<file path="src/hdl/dbu_pkg.sv">
// Shared constants and types for the delayed branch unit
package dbu_pkg;

    // ------------------------------------------------------------
    // Opcode fields
    // ------------------------------------------------------------
    localparam logic [3:0]  OP_SHORT_JUMP  = 4'hA;
    localparam logic [3:0]  OP_SHORT_CALL  = 4'hB;
    localparam logic [3:0]  OP_SYSTEM      = 4'h0;
    localparam logic [3:0]  OP_REG_GROUP   = 4'h4;
    localparam logic [7:0]  LOW_FAR_JUMP   = 8'h23;
    localparam logic [7:0]  LOW_FAR_CALL   = 8'h03;
    localparam logic [7:0]  LOW_REG_JUMP   = 8'h2B;
    localparam logic [7:0]  LOW_REG_CALL   = 8'h0B;
    localparam logic [15:0] CODE_RETURN    = 16'h000B;
    localparam logic [15:0] CODE_EXC_RET   = 16'h002B;
    localparam logic [7:0]  HI_COND_F      = 8'h8B;
    localparam logic [7:0]  HI_COND_T      = 8'h89;
    localparam logic [7:0]  HI_COND_FS     = 8'h8F;
    localparam logic [7:0]  HI_COND_TS     = 8'h8D;

    // ------------------------------------------------------------
    // Field positions and address constants
    // ------------------------------------------------------------
    localparam int          DISP_MSB       = 11;
    localparam int          REG_FIELD_LSB  = 8;
    localparam logic [31:0] PC_AHEAD       = 32'h0000_0004;
    localparam logic [31:0] HALF_ALIGN     = 32'hFFFF_FFFE;
    localparam logic [31:0] RESET_ADDR     = 32'h0000_0000;

    // Decoded instruction class
    typedef enum logic [2:0] {
        DBU_KIND_NONE,
        DBU_KIND_SHORT_JUMP,
        DBU_KIND_FAR_JUMP,
        DBU_KIND_SHORT_CALL,
        DBU_KIND_FAR_CALL,
        DBU_KIND_OTHER_BRANCH
    } dbu_kind_t;

    // Control sequence of the unit
    typedef enum logic [0:0] {
        DBU_ST_IDLE,
        DBU_ST_SLOT
    } dbu_state_t;

endpackage

</file>
<file path="src/hdl/dbu_dec_if.sv">
// Interface carrying an instruction word and its decoded class
`timescale 1ns/100ps
interface dbu_dec_if;
    import dbu_pkg::*;
    logic [15:0] instr;
    dbu_kind_t   kind;
    logic [31:0] disp;

    modport decoder (input instr, output kind, output disp);
    modport user    (output instr, input kind, input disp);
endinterface

</file>
<file path="src/hdl/dbu_decode.sv">
// Instruction class decoder for the delayed branch unit
`timescale 1ns/100ps
module dbu_decode
    import dbu_pkg::*;
(
    dbu_dec_if.decoder dec
);

    // ------------------------------------------------------------
    // Branches outside the four delayed forms
    // ------------------------------------------------------------
    function automatic logic other_branch(input logic [15:0] w);
        logic cond;
        logic regb;
        cond = (w[15:8] == HI_COND_F) || (w[15:8] == HI_COND_T) ||
               (w[15:8] == HI_COND_FS) || (w[15:8] == HI_COND_TS);
        regb = (w[15:12] == OP_REG_GROUP) &&
               ((w[7:0] == LOW_REG_JUMP) || (w[7:0] == LOW_REG_CALL));
        return cond || regb || (w == CODE_RETURN) || (w == CODE_EXC_RET);
    endfunction

    // Class decode, short forms by top nibble, far forms by low byte
    always_comb begin
        dec.kind = DBU_KIND_NONE;
        if (dec.instr[15:12] == OP_SHORT_JUMP) begin
            dec.kind = DBU_KIND_SHORT_JUMP; // RL2
        end else if (dec.instr[15:12] == OP_SHORT_CALL) begin
            dec.kind = DBU_KIND_SHORT_CALL; // RL7
        end else if (dec.instr[15:12] == OP_SYSTEM && dec.instr[7:0] == LOW_FAR_JUMP) begin
            dec.kind = DBU_KIND_FAR_JUMP; // RL5
        end else if (dec.instr[15:12] == OP_SYSTEM && dec.instr[7:0] == LOW_FAR_CALL) begin
            dec.kind = DBU_KIND_FAR_CALL; // RL9
        end else if (other_branch(dec.instr)) begin
            dec.kind = DBU_KIND_OTHER_BRANCH;
        end
    end

    // Sign extend from the top displacement bit, then double
    assign dec.disp = {{19{dec.instr[DISP_MSB]}}, dec.instr[DISP_MSB:0], 1'b0}; // RL15

endmodule

</file>
<file path="src/hdl/dbu_top.sv">
// Delayed branch unit: decode, target, return address and slot control
`timescale 1ns/100ps

// Notes on behaviour
// RL1: Short jump: slot first, then PC plus displacement
// RL2: Short jump opcode 1010, two states
// RL3: PC is branch address plus four
// RL4: Far jump: PC plus full register value
// RL5: Far jump opcode 0000nnnn00100011, two states
// RL6: Short call saves PC, then jumps
// RL7: Short call opcode 1011, two states
// RL8: Far call saves PC, jumps register-relative
// RL9: Far call opcode 0000nnnn00000011, two states
// RL10: Slot instruction completes before control transfers
// RL11: Saved return address skips the slot
// RL12: Interrupts and address errors held across slot
// RL13: Branch in slot raises illegal slot
// RL14: Register target captured before slot writes
// RL15: Sign extend, double, keep halfword alignment
module dbu_top
    import dbu_pkg::*;
#(
    parameter int ADDR_W = 32
)(
    input  wire logic              i_ref_clk,
    input  wire logic              i_reset,
    input  wire logic              i_instr_valid,
    input  wire logic [15:0]       i_instr,
    input  wire logic [ADDR_W-1:0] i_instr_addr,
    input  wire logic [31:0]       i_reg_data,
    input  wire logic              i_irq_req,
    input  wire logic              i_addr_err_req,
    output logic                   o_branch_taken,
    output logic [ADDR_W-1:0]      o_branch_target,
    output logic                   o_pr_we,
    output logic [ADDR_W-1:0]      o_pr_data,
    output logic                   o_illegal_slot,
    output logic                   o_event_hold,
    output logic                   o_irq_accept,
    output logic                   o_addr_err_accept
);

    // ------------------------------------------------------------
    // Elaboration check
    // ------------------------------------------------------------
    if (ADDR_W != 32) begin : g_bad_width
        $error("dbu_top serves a 32-bit address only");
    end

    // ------------------------------------------------------------
    // Decode
    // ------------------------------------------------------------
    dbu_dec_if dec ();
    dbu_state_t        state;
    logic [31:0]       pend_target;
    logic [31:0]       pc_ahead;
    logic [31:0]       next_target;
    logic              is_delayed;
    logic              slot_done;

    assign dec.instr = i_instr;

    dbu_decode dbu_decode_inst (
        .dec (dec)
    );

    // Branch address plus four is the base of every target
    assign pc_ahead = i_instr_addr + PC_AHEAD; // RL3

    assign is_delayed = (dec.kind == DBU_KIND_SHORT_JUMP) || (dec.kind == DBU_KIND_FAR_JUMP) ||
                        (dec.kind == DBU_KIND_SHORT_CALL) || (dec.kind == DBU_KIND_FAR_CALL);

    assign slot_done = (state == DBU_ST_SLOT) && i_instr_valid;

    // Target select; register form uses the value read with the branch
    always_comb begin
        next_target = pc_ahead + dec.disp; // RL1 RL6
        if (dec.kind == DBU_KIND_FAR_JUMP || dec.kind == DBU_KIND_FAR_CALL) begin
            next_target = (pc_ahead + i_reg_data) & HALF_ALIGN; // RL4 RL8 RL15
        end
    end

    // ------------------------------------------------------------
    // Sequence: issue cycle, then the slot
    // ------------------------------------------------------------
    // Hold flag moves with the state so events see it the same cycle
    always_ff @(posedge i_ref_clk) begin
        if (i_reset) begin
            state        <= DBU_ST_IDLE;
            o_event_hold <= 1'b0;
        end else begin
            case (state)
                DBU_ST_IDLE: begin
                    if (i_instr_valid && is_delayed) begin
                        state        <= DBU_ST_SLOT; // RL2 RL5 RL7 RL9
                        o_event_hold <= 1'b1; // RL12
                    end
                end
                DBU_ST_SLOT: begin
                    if (i_instr_valid) begin
                        state        <= DBU_ST_IDLE;
                        o_event_hold <= 1'b0;
                    end
                end
                default: begin
                    state        <= DBU_ST_IDLE;
                    o_event_hold <= 1'b0;
                end
            endcase
        end
    end

    // Target latched at issue, so a slot write cannot move it
    always_ff @(posedge i_ref_clk) begin
        if (i_reset) begin
            pend_target <= RESET_ADDR;
        end else if (state == DBU_ST_IDLE && i_instr_valid && is_delayed) begin
            pend_target <= next_target; // RL14
        end
    end

    // ------------------------------------------------------------
    // Return address write for the call forms
    // ------------------------------------------------------------
    always_ff @(posedge i_ref_clk) begin
        if (i_reset) begin
            o_pr_we   <= 1'b0;
            o_pr_data <= RESET_ADDR;
        end else begin
            o_pr_we <= 1'b0;
            if (state == DBU_ST_IDLE && i_instr_valid &&
                (dec.kind == DBU_KIND_SHORT_CALL || dec.kind == DBU_KIND_FAR_CALL)) begin
                o_pr_we   <= 1'b1; // RL6 RL8
                o_pr_data <= pc_ahead; // RL11
            end
        end
    end

    // ------------------------------------------------------------
    // Redirect or illegal slot, once the slot instruction arrives
    // ------------------------------------------------------------
    // A branch in the slot is never run; the pending jump is dropped too
    always_ff @(posedge i_ref_clk) begin
        if (i_reset) begin
            o_branch_taken  <= 1'b0;
            o_branch_target <= RESET_ADDR;
            o_illegal_slot  <= 1'b0;
        end else begin
            o_branch_taken <= 1'b0;
            o_illegal_slot <= 1'b0;
            if (slot_done) begin
                if (is_delayed || dec.kind == DBU_KIND_OTHER_BRANCH) begin
                    o_illegal_slot <= 1'b1; // RL13
                end else begin
                    o_branch_taken  <= 1'b1; // RL10
                    o_branch_target <= pend_target;
                end
            end
        end
    end

    // ------------------------------------------------------------
    // Event acceptance, blocked at issue and through the slot
    // ------------------------------------------------------------
    always_ff @(posedge i_ref_clk) begin
        if (i_reset) begin
            o_irq_accept      <= 1'b0;
            o_addr_err_accept <= 1'b0;
        end else begin
            o_irq_accept      <= i_irq_req && state == DBU_ST_IDLE &&
                                 !(i_instr_valid && is_delayed); // RL12
            o_addr_err_accept <= i_addr_err_req && state == DBU_ST_IDLE &&
                                 !(i_instr_valid && is_delayed); // RL12
        end
    end
endmodule

</file>
<file path="config.mk">
export PLATFORM = sky130hd
export DESIGN_NAME = dbu_top
export DESIGN_NICKNAME = d
export VERILOG_FILES = /design/src/hdl/dbu_pkg.sv /design/src/hdl/dbu_dec_if.sv /design/src/hdl/dbu_decode.sv /design/src/hdl/dbu_top.sv
export SDC_FILE = /design/constraint.sdc
export NUM_CORES = 1
export LEC_CHECK = 0
export ABC_AREA = 1
export BUFFER_PORTS_ARGS = -buffer_cell sky130_fd_sc_hd__buf_2
export CAP_MARGIN = 10
export CORE_MARGIN = 2
export CORE_UTILIZATION = 25
export CTS_CLUSTER_SIZE = 28
export DETAILED_ROUTE_END_ITERATION = 12
export SLEW_MARGIN = 20
export SYNTH_ARGS = -nofsm -noshare
export SYNTH_HDL_FRONTEND = slang
export SYNTH_HIERARCHICAL = 1
export SYNTH_SLANG_ARGS = --single-unit
</file>
<file path="constraint.sdc">
create_clock -name i_ref_clk -period 6.9 [get_ports i_ref_clk]
set_clock_uncertainty 0.05 [all_clocks]
set_input_delay 0.345 -clock i_ref_clk [delete_from_list [all_inputs] [get_ports i_ref_clk]]
set_output_delay 0.345 -clock i_ref_clk [all_outputs]
set_load 0.02 [all_outputs]
</file>
# [After elaboration in Yosys (flattened, before gate mapping)]
# Index checks and enable logic that the tools add are counted.
[totals] register_bits=103
[classes] n_addsub=3 reduce_logical=30 muxes=15 eq_ne=20 bitwise=3
[op_table] operator="32-bit adder" count=2
[op_table] operator="32-bit by 3-bit adder with 32-bit output, second input constant" count=1
[op_table] operator="8-bit equality test, second input constant" count=4
[op_table] operator="32-bit two-way mux" count=1
[op_table] operator="16-bit by 4-bit equality test with 1-bit output, second input constant" count=1
[op_table] operator="16-bit by 6-bit equality test with 1-bit output, second input constant" count=1
[op_table] operator="8-bit by 6-bit equality test with 1-bit output, second input constant" count=2
[op_table] operator="3-bit two-way mux" count=5
[op_table] operator="1-bit logical OR" count=13
[op_table] operator="1-bit logical AND" count=12
[op_table] operator="4-bit equality test, second input constant" count=2
[op_table] operator="8-bit by 2-bit equality test with 1-bit output, second input constant" count=1
[op_table] operator="8-bit by 4-bit equality test with 1-bit output, second input constant" count=1
[op_table] operator="1-bit two-way mux" count=7
[op_table] operator="3-bit by 2-bit equality test with 1-bit output, second input constant" count=2
[op_table] operator="3-bit equality test, second input constant" count=2
[op_table] operator="4-bit by 3-bit equality test with 1-bit output, second input constant" count=1
[op_table] operator="4-bit zero test" count=1
[op_table] operator="2-bit inequality test, second input constant" count=2
[op_table] operator="1-bit one-hot mux with 2 select lines" count=2
[op_table] operator="2-bit AND reduction" count=2
[op_table] operator="3-bit by 1-bit equality test with 1-bit output, second input constant" count=1
[op_table] operator="1-bit inverter" count=3
[op_table] operator="2-bit OR reduction" count=1
[op_table] operator="1-bit zero test" count=1

# [Logic depth before layout (Yosys ltp)]
# Gate-level depths: netlist (run 1).
[depth] ltp_word=19 depth_mapped=28 ltp_nobuf=28

# [Cells and area by module]
# Netlist (run 1), hierarchy kept.
[by_module_without_submodules] mod="dbu_top" cells_each=1629 area_each_um2=9426.5 instances=1
[by_module_without_submodules] mod="dbu_decode" cells_each=76 area_each_um2=432.9 instances=1

# [Worst setup path after synthesis (run 1)]
# No wires, ideal clock.
[synth_timing] kind="input-to-reg" start="input i_instr_addr[2]" end="register pend_target[24]" n_path_buf=0 required_time_ns=6.741 setup_slack_ns=3.991 arrival_time_ns=2.750 setup_time_ns=0.109 path_stages=23 path_cell_list="ha_1 -> nand2_2 -> nor2_4 -> nand2_2 -> nor3_4 -> nand2_2 -> inv_2 -> nand2_1 -> nor2_1 -> xor2_1 -> inv_1 -> ha_1 -> nand2_1 -> nor2_1 -> inv_1 -> nor3_1 -> nand3_1 -> nand3_1 -> nand2_1 -> nand3_1 -> nand3_1 -> nand2_1 -> inv_1"
[synth_via] elab_chain_cells=3 word_cells_on_any_way=4 classes_between="add/sub: 3; mux: 1"
[synth_rtl] item="from (decl)" line_no="dbu_top.sv:29" source="input wire logic [ADDR_W-1:0] i_instr_addr,"
[synth_rtl] item="32-bit by 3-bit adder with 32-bit output (*)" line_no="dbu_top.sv:68" source="assign pc_ahead = i_instr_addr + PC_AHEAD;"
[synth_rtl] item="named net pc_ahead[22]" line_no="dbu_top.sv:56" source="logic [31:0] pc_ahead;"
[synth_rtl] item="32-bit adder, on equally long branches" line_no="dbu_top.sv:77, dbu_top.sv:79"
[synth_rtl] item="32-bit two-way mux (*)" line_no="dbu_top.sv:78" source="if (dec.kind == DBU_KIND_FAR_JUMP || dec.kind == DBU_KIND_FAR_CALL) begin"
[synth_rtl] item="to (signal assigned)" line_no="dbu_top.sv:118" source="pend_target <= next_target;"
[synth_rtl] item="to (decl)" line_no="dbu_top.sv:55" source="logic [31:0] pend_target;"
# Mark *: on every way through the listed nets, which the timed path passes. The rest lies on a longest branch.
# A chain may end at the register's enable or synchronous reset.

# [Final worst setup path (run 1)]
# Same ends and word-level chain as after synthesis.

==> impl_metrics.yaml, run 1 <==
clock_network:
  clk_latency_ps: 370
  root_buffer: "clkbuf_16"
  clockBufferDepth: 2
  cts_htree_levels: 3
  holdBufCountCts: 0
  clk_pin_slew_ps: 80
  post-cts-setup-buffers: 0
  post_cts_resized: 0
  numCtsBuffers: 9
  cts.sinks: 103
  cts_tree: "done"
cells_and_area:
  final_common_cell: "nand2_1"
  fill_cells: 4407
  most-common-layout-cells: "519 x nand2_1, 265 x inv_1, 191 x nor2_1"
  fin_cells: 2329
  stdcell_area_um2: 11200
  fin_nets: 1961
  antennaDiodeCount: 0
  finish.utilization: 0.2885
  drive_above_1_share: 0.1231
  syn2layout_area_growth_pct: 13.63
logic_synthesis:
  synth-compound-area-share: 0.1126
  avgSynthCellArea_um2: 5.783
  yosys_warnings: 6
  synth_adder_area_share: 0.09036
  syn_area_um2: 9859
  synth_nets: 1860
  synth-seq-cells: 103
  ys_async_sr_fraction: 0
  syn-instance-count: 1705
  synth_ff_type: "dfxtp_1"
  synth.area.mux_share: 0
  synth_top_family_by_area: "simple AND/OR/NAND/NOR gates"
  synthSimpleGateAreaFrac: 0.4165
  yosysUniqueCellTypes: 48
  synth_edf_count: 0
  seq_area_frac_synth: 0.2091
  synth_xor_area_frac: 0.02487
critical_path:
  critPathLaunchType: "input pin"
  critPathKind: "input pin to flop"
  cp.arrival_ps: 3560
  crit_fanout: 5
  cp-end-kind: "flop"
  crit_required_ps: 7120
sta:
  rsz0062_at_grt: "false"
  slew_headroom: 0.3817
  setup_viol: 0
  post-route-min-period_ps: 3340
  fmax_mhz: 299.4
  hold_slack_ps: 138.7
  slew_violations: 0
  tightest_slew_ps: 924.2
  setup_tns_ps: 0
  min_period_over_period: 0.4840
  finalHoldViolations: 0
  fin_ws_ps: 3560
pwr:
  power_density_nw_per_um2: 157.4
  power_leakage_nw: 6.191
  vdd.ir_drop.worst_mv: 0.1005
  finalPower_mw: 1.763
detailed_routing:
  vias: 10630
  avgRoutedWirePerCell_um: 15.51
  drt-pass1-iter-count: 5
  route.detailed.drc: 0
  via_per_inst: 4.562
  totalWireLength_um: 36130
  drt_iter0_drc: 668
  drtAntennaViolNets: 0
floorplanning:
  core_um2: 38830
  rows: 72
  initial_core_util: 0.2539
  die_h_um: 202.6
  die_area_um2: 41040
  io_pins: 155
  die_w_um: 202.6
run_status:
  outcome: "finished clean"
place:
  dp_hpwl_um: 30100
  dp_cells: 2313
  placed_area_um2: 10890
  finalWeightedCongestion: 0.9118
  io_buffers: 154
  place_worst_setup_slack_ps: 3199
grt:
  grt_max_degree: 77
  grt_pass1_vias: 9966
  grt_overflow_total: 0
  grt_first_pass_wirelength_um: 56420
  antenna_found_initial: 0
  grtUsageTotal: 0.1756
worst_hold_path:
  min_path_type: "input pin to flop"
run:
  cap_viol_max_count: 0
Yosys cell counts, types with 14 or more instances:
master,n,area share
clkbuf_1,17,0.0065
nand3_1,162,0.082
dfxtp_1,103,0.21
xor2_1,19,0.017
nand4_1,15,0.0095
buf_4,35,0.027
ha_1,68,0.086
o21ai_0,56,0.028
inv_1,265,0.10
a21oi_1,116,0.059
nand2_1,520,0.20
o21bai_1,14,0.011
nor2_1,191,0.073
path summary, 6_finish.rpt:
| check | slack [ps] | cells past startpoint | from | to |
|---|---|---|---|---|
| setup / recovery | 3560 | 24 | i_instr_addr[2] | pend_target[24] |
| hold reg to reg | 410 | 2 | o_branch_target[8] | o_branch_target[8] |
| setup reg to reg | 4520 | 8 | state | o_pr_data[31] |
| hold / removal | 140 | 2 | i_instr_addr[2] | o_pr_data[2] |
layer usage:
| metal | vias up | share of wire | GRT usage |
|---|---|---|---|
| met3 | 38 | 0.053 | 0.02632 |
| met2 | 251 | 0.45 | 0.2955 |
| met1 | 4798 | 0.47 | 0.2332 |
| met4 | 0 | 0.025 | 0.04745 |
| li1 | 5538 | - | - |
| met5 | - | 0 | 0 |
registers in the layout, summed over array words and instances, names as in the netlist:
name,count
o_pr_data,32
pend_target,32
o_branch_target,32
o_irq_accept,1
o_illegal_slot,1
o_addr_err_accept,1
state,1
o_branch_taken,1
o_event_hold,1
o_pr_we,1
cell families after synthesis:
kind of cell               Yosys count
and+or+nand+nor                    958
buffers and inverters              340
AOI/OAI and AO/OA                  205
DFF                                103
adders and majority gates           70
xor gates and xnor gates            28
other                                1
worst max-delay path, cell delays in order:
cell,delay [ps]
buf_2,110
ha_1,240
nand2_2,110
nor2_4,110
nand2_2,80
nor3_4,180
nand2_2,100
inv_2,90
nand2_1,80
nor2_1,120
xor2_1,210
inv_1,160
ha_1,410
nand2_1,140
nor2_1,160
inv_1,90
nor3_1,260
nand3_1,150
nand3_1,100
nand2_1,50
nand3_1,70
nand3_1,90
nand2_1,80
inv_1,30
final cells by class:
type | instances | area [um2] | area share
Clock buffer | 9 | 225.2 | 0.02010
Clock inverter | 7 | 83.83 | 0.007483
Inverter | 271 | 1017 | 0.09080
Multi-Input combinational cell | 1262 | 6359 | 0.5676
Sequential cell | 103 | 2062 | 0.1841
Tap cell | 518 | 648.1 | 0.05785
Timing Repair Buffer | 159 | 808.3 | 0.07215
power breakdown:
group          internal [mW]  leakage (nW)  switching (mW)
sequential             0.609         0.834          0.0112
clock                  0.262         0.151           0.286
combinational          0.191          5.21           0.404
Power figures use the tool's default switching activity.
==> run 2: changes to the inputs <==
- clock period: 6.9 -> 3.3 ns (I/O delays scaled with it)
==> impl_metrics.yaml, run 2 (synthesis results as in run 1) <==
sta:
  fmax_mhz: 337.8
  min_period_over_period: 0.8970
  rsz0062_at_grt: "true"
  finalHoldViolations: 0
  tightest_slew_ps: 911.0
  setup_viol: 0
  slew_headroom: 0.3926
  slew_violations: 0
  setup_tns_ps: 0
  post-route-min-period_ps: 2960
critical_path:
  critPathLaunchType: "input pin"
  cp-end-kind: "flop"
  cp.arrival_ps: 3180
  crit_chain: "buf_2 > ha_1 > nand2_2 > nor2_4 > nand2_2 > nor3_4 > nand2_2 > inv_2 > nand3b_2 > xor2_1 > inv_2 > ha_1 > nand2_1 > nor2_1 > nand2_1 > nor2_1 > nand2_1 > nand2_1 > nand2_1 > nand3_1 > nand3_1 > nand2_1 > inv_1"
  crit_required_ps: 3520
  crit_path_frequent_cell: "nand2_1"
  critPathSlowestCell: "ha_1"
  cpPeakStageDelay_ps: 480
  critPathKind: "input pin to flop"
  crit_fanout: 5
detailed_routing:
  drt_iter0_drc: 751
  drt-pass1-iter-count: 5
  route.detailed.drc: 0
  vias: 10850
  via_per_inst: 4.551
  totalWireLength_um: 36830
  avgRoutedWirePerCell_um: 15.45
  drtAntennaViolNets: 0
pwr:
  finalPower_mw: 3.865
  power_leakage_nw: 6.465
  vdd.ir_drop.worst_mv: 0.2029
  power_density_nw_per_um2: 331.1
floorplanning:
  die_area_um2: 41040
  die_h_um: 202.6
  core_um2: 38830
  rows: 72
  initial_core_util: 0.2539
  die_w_um: 202.6
  io_pins: 155
run:
  cap_viol_max_count: 0
cells_and_area:
  reg_top3: "o_branch_target: 32 flops, o_pr_data: 32 flops, pend_target: 32 flops"
  fin_nets: 2015
  finish.utilization: 0.3007
  syn2layout_area_growth_pct: 18.41
  final_common_cell: "nand2_1"
  fill_cells: 4380
  antennaDiodeCount: 0
  drive_above_1_share: 0.1475
  most-common-layout-cells: "520 x nand2_1, 265 x inv_1, 191 x nor2_1"
grt:
  grt_overflow_total: 0
  antenna_found_initial: 1
  grtUsageTotal: 0.1803
  grt_max_degree: 76
  grt_pass1_vias: 10110
  grt_first_pass_wirelength_um: 57640
clock_network:
  cts_tree: "done"
  cts.sinks: 103
  clk_latency_ps: 370
  root_buffer: "clkbuf_16"
  clk_pin_slew_ps: 90
  clockBufferDepth: 2
  cts_htree_levels: 3
  numCtsBuffers: 9
place:
  dp_hpwl_um: 30750
  io_buffers: 154
  finalWeightedCongestion: 0.9505
run_status:
  outcome: "finished clean"
worst_hold_path:
  min_path_type: "input pin to flop"
## run 2: repair_timing
action | CTS | global route
endpoints found under the hold margin | 3 | 0
gates resized for setup | 0 | 2
setup buffers | 0 | 0
endpoints found under the setup margin | 0 | 3
hold buffers | 3 | 0
## run 2: per-stage QoR
| step | cells | worst slack (ps) | hold slack (ps) | instance area [um2] |
|---|---|---|---|---|
| final | 2383 | 340.0 | 82.99 | 11670 |
| after global placement | 2364 | -68.88 | 326.3 | 11290 |
| after CTS | 2383 | 300.2 | 70.68 | 11660 |
| after floorplan | 1705 | 571.3 | 205.0 | 9859 |
| after global routing | 2383 | -5.502 | 80.57 | 11670 |
| after detailed placement | 2364 | -66.99 | 339.3 | 11290 |
## run 2: final cells by class
class	instances	area (um2)	area share
clock buffers	10	239.0	0.02047
flip-flops and latches	103	2062	0.1766
clock inverters	6	101.3	0.008681
inverters	271	1017	0.08713
repair buffers	213	1234	0.1057
well taps	518	648.1	0.05551
multi-input cells	1262	6374	0.5459
## run 2: power by group
| part | internal (mW) | switching (mW) |
|---|---|---|
| Clock | 0.699 | 0.554 |
| Combinational | 0.456 | 0.857 |
| Sequential | 1.27 | 0.0242 |
## run 2: worst paths after layout
kind | start | to | slack, ps | cells past startpoint
worst max-delay path | i_instr_addr[2] | pend_target[25] | 340 | 23
worst min-delay path | i_instr_addr[18] | o_pr_data[18] | 80 | 3
worst max register to register | state | o_branch_target[26] | 1250 | 6
worst min register to register | o_branch_target[20] | o_branch_target[20] | 410 | 2
## run 2: critical path: cells and delay by family
family | cells | cell delay, ps
and+or+nand+nor | 16 | 1840
adders and majority gates | 2 | 660
buffers and inverters | 4 | 320
xor gates and xnor gates | 1 | 190
## run 2: per-layer routing
metal | vias up | track usage | part of all wire
met5 | - | 0 | 0.00035
met4 | 2 | 0.04718 | 0.022
met3 | 39 | 0.02937 | 0.054
met2 | 292 | 0.2993 | 0.45
met1 | 4856 | 0.2419 | 0.47
li1 | 5656 | - | -
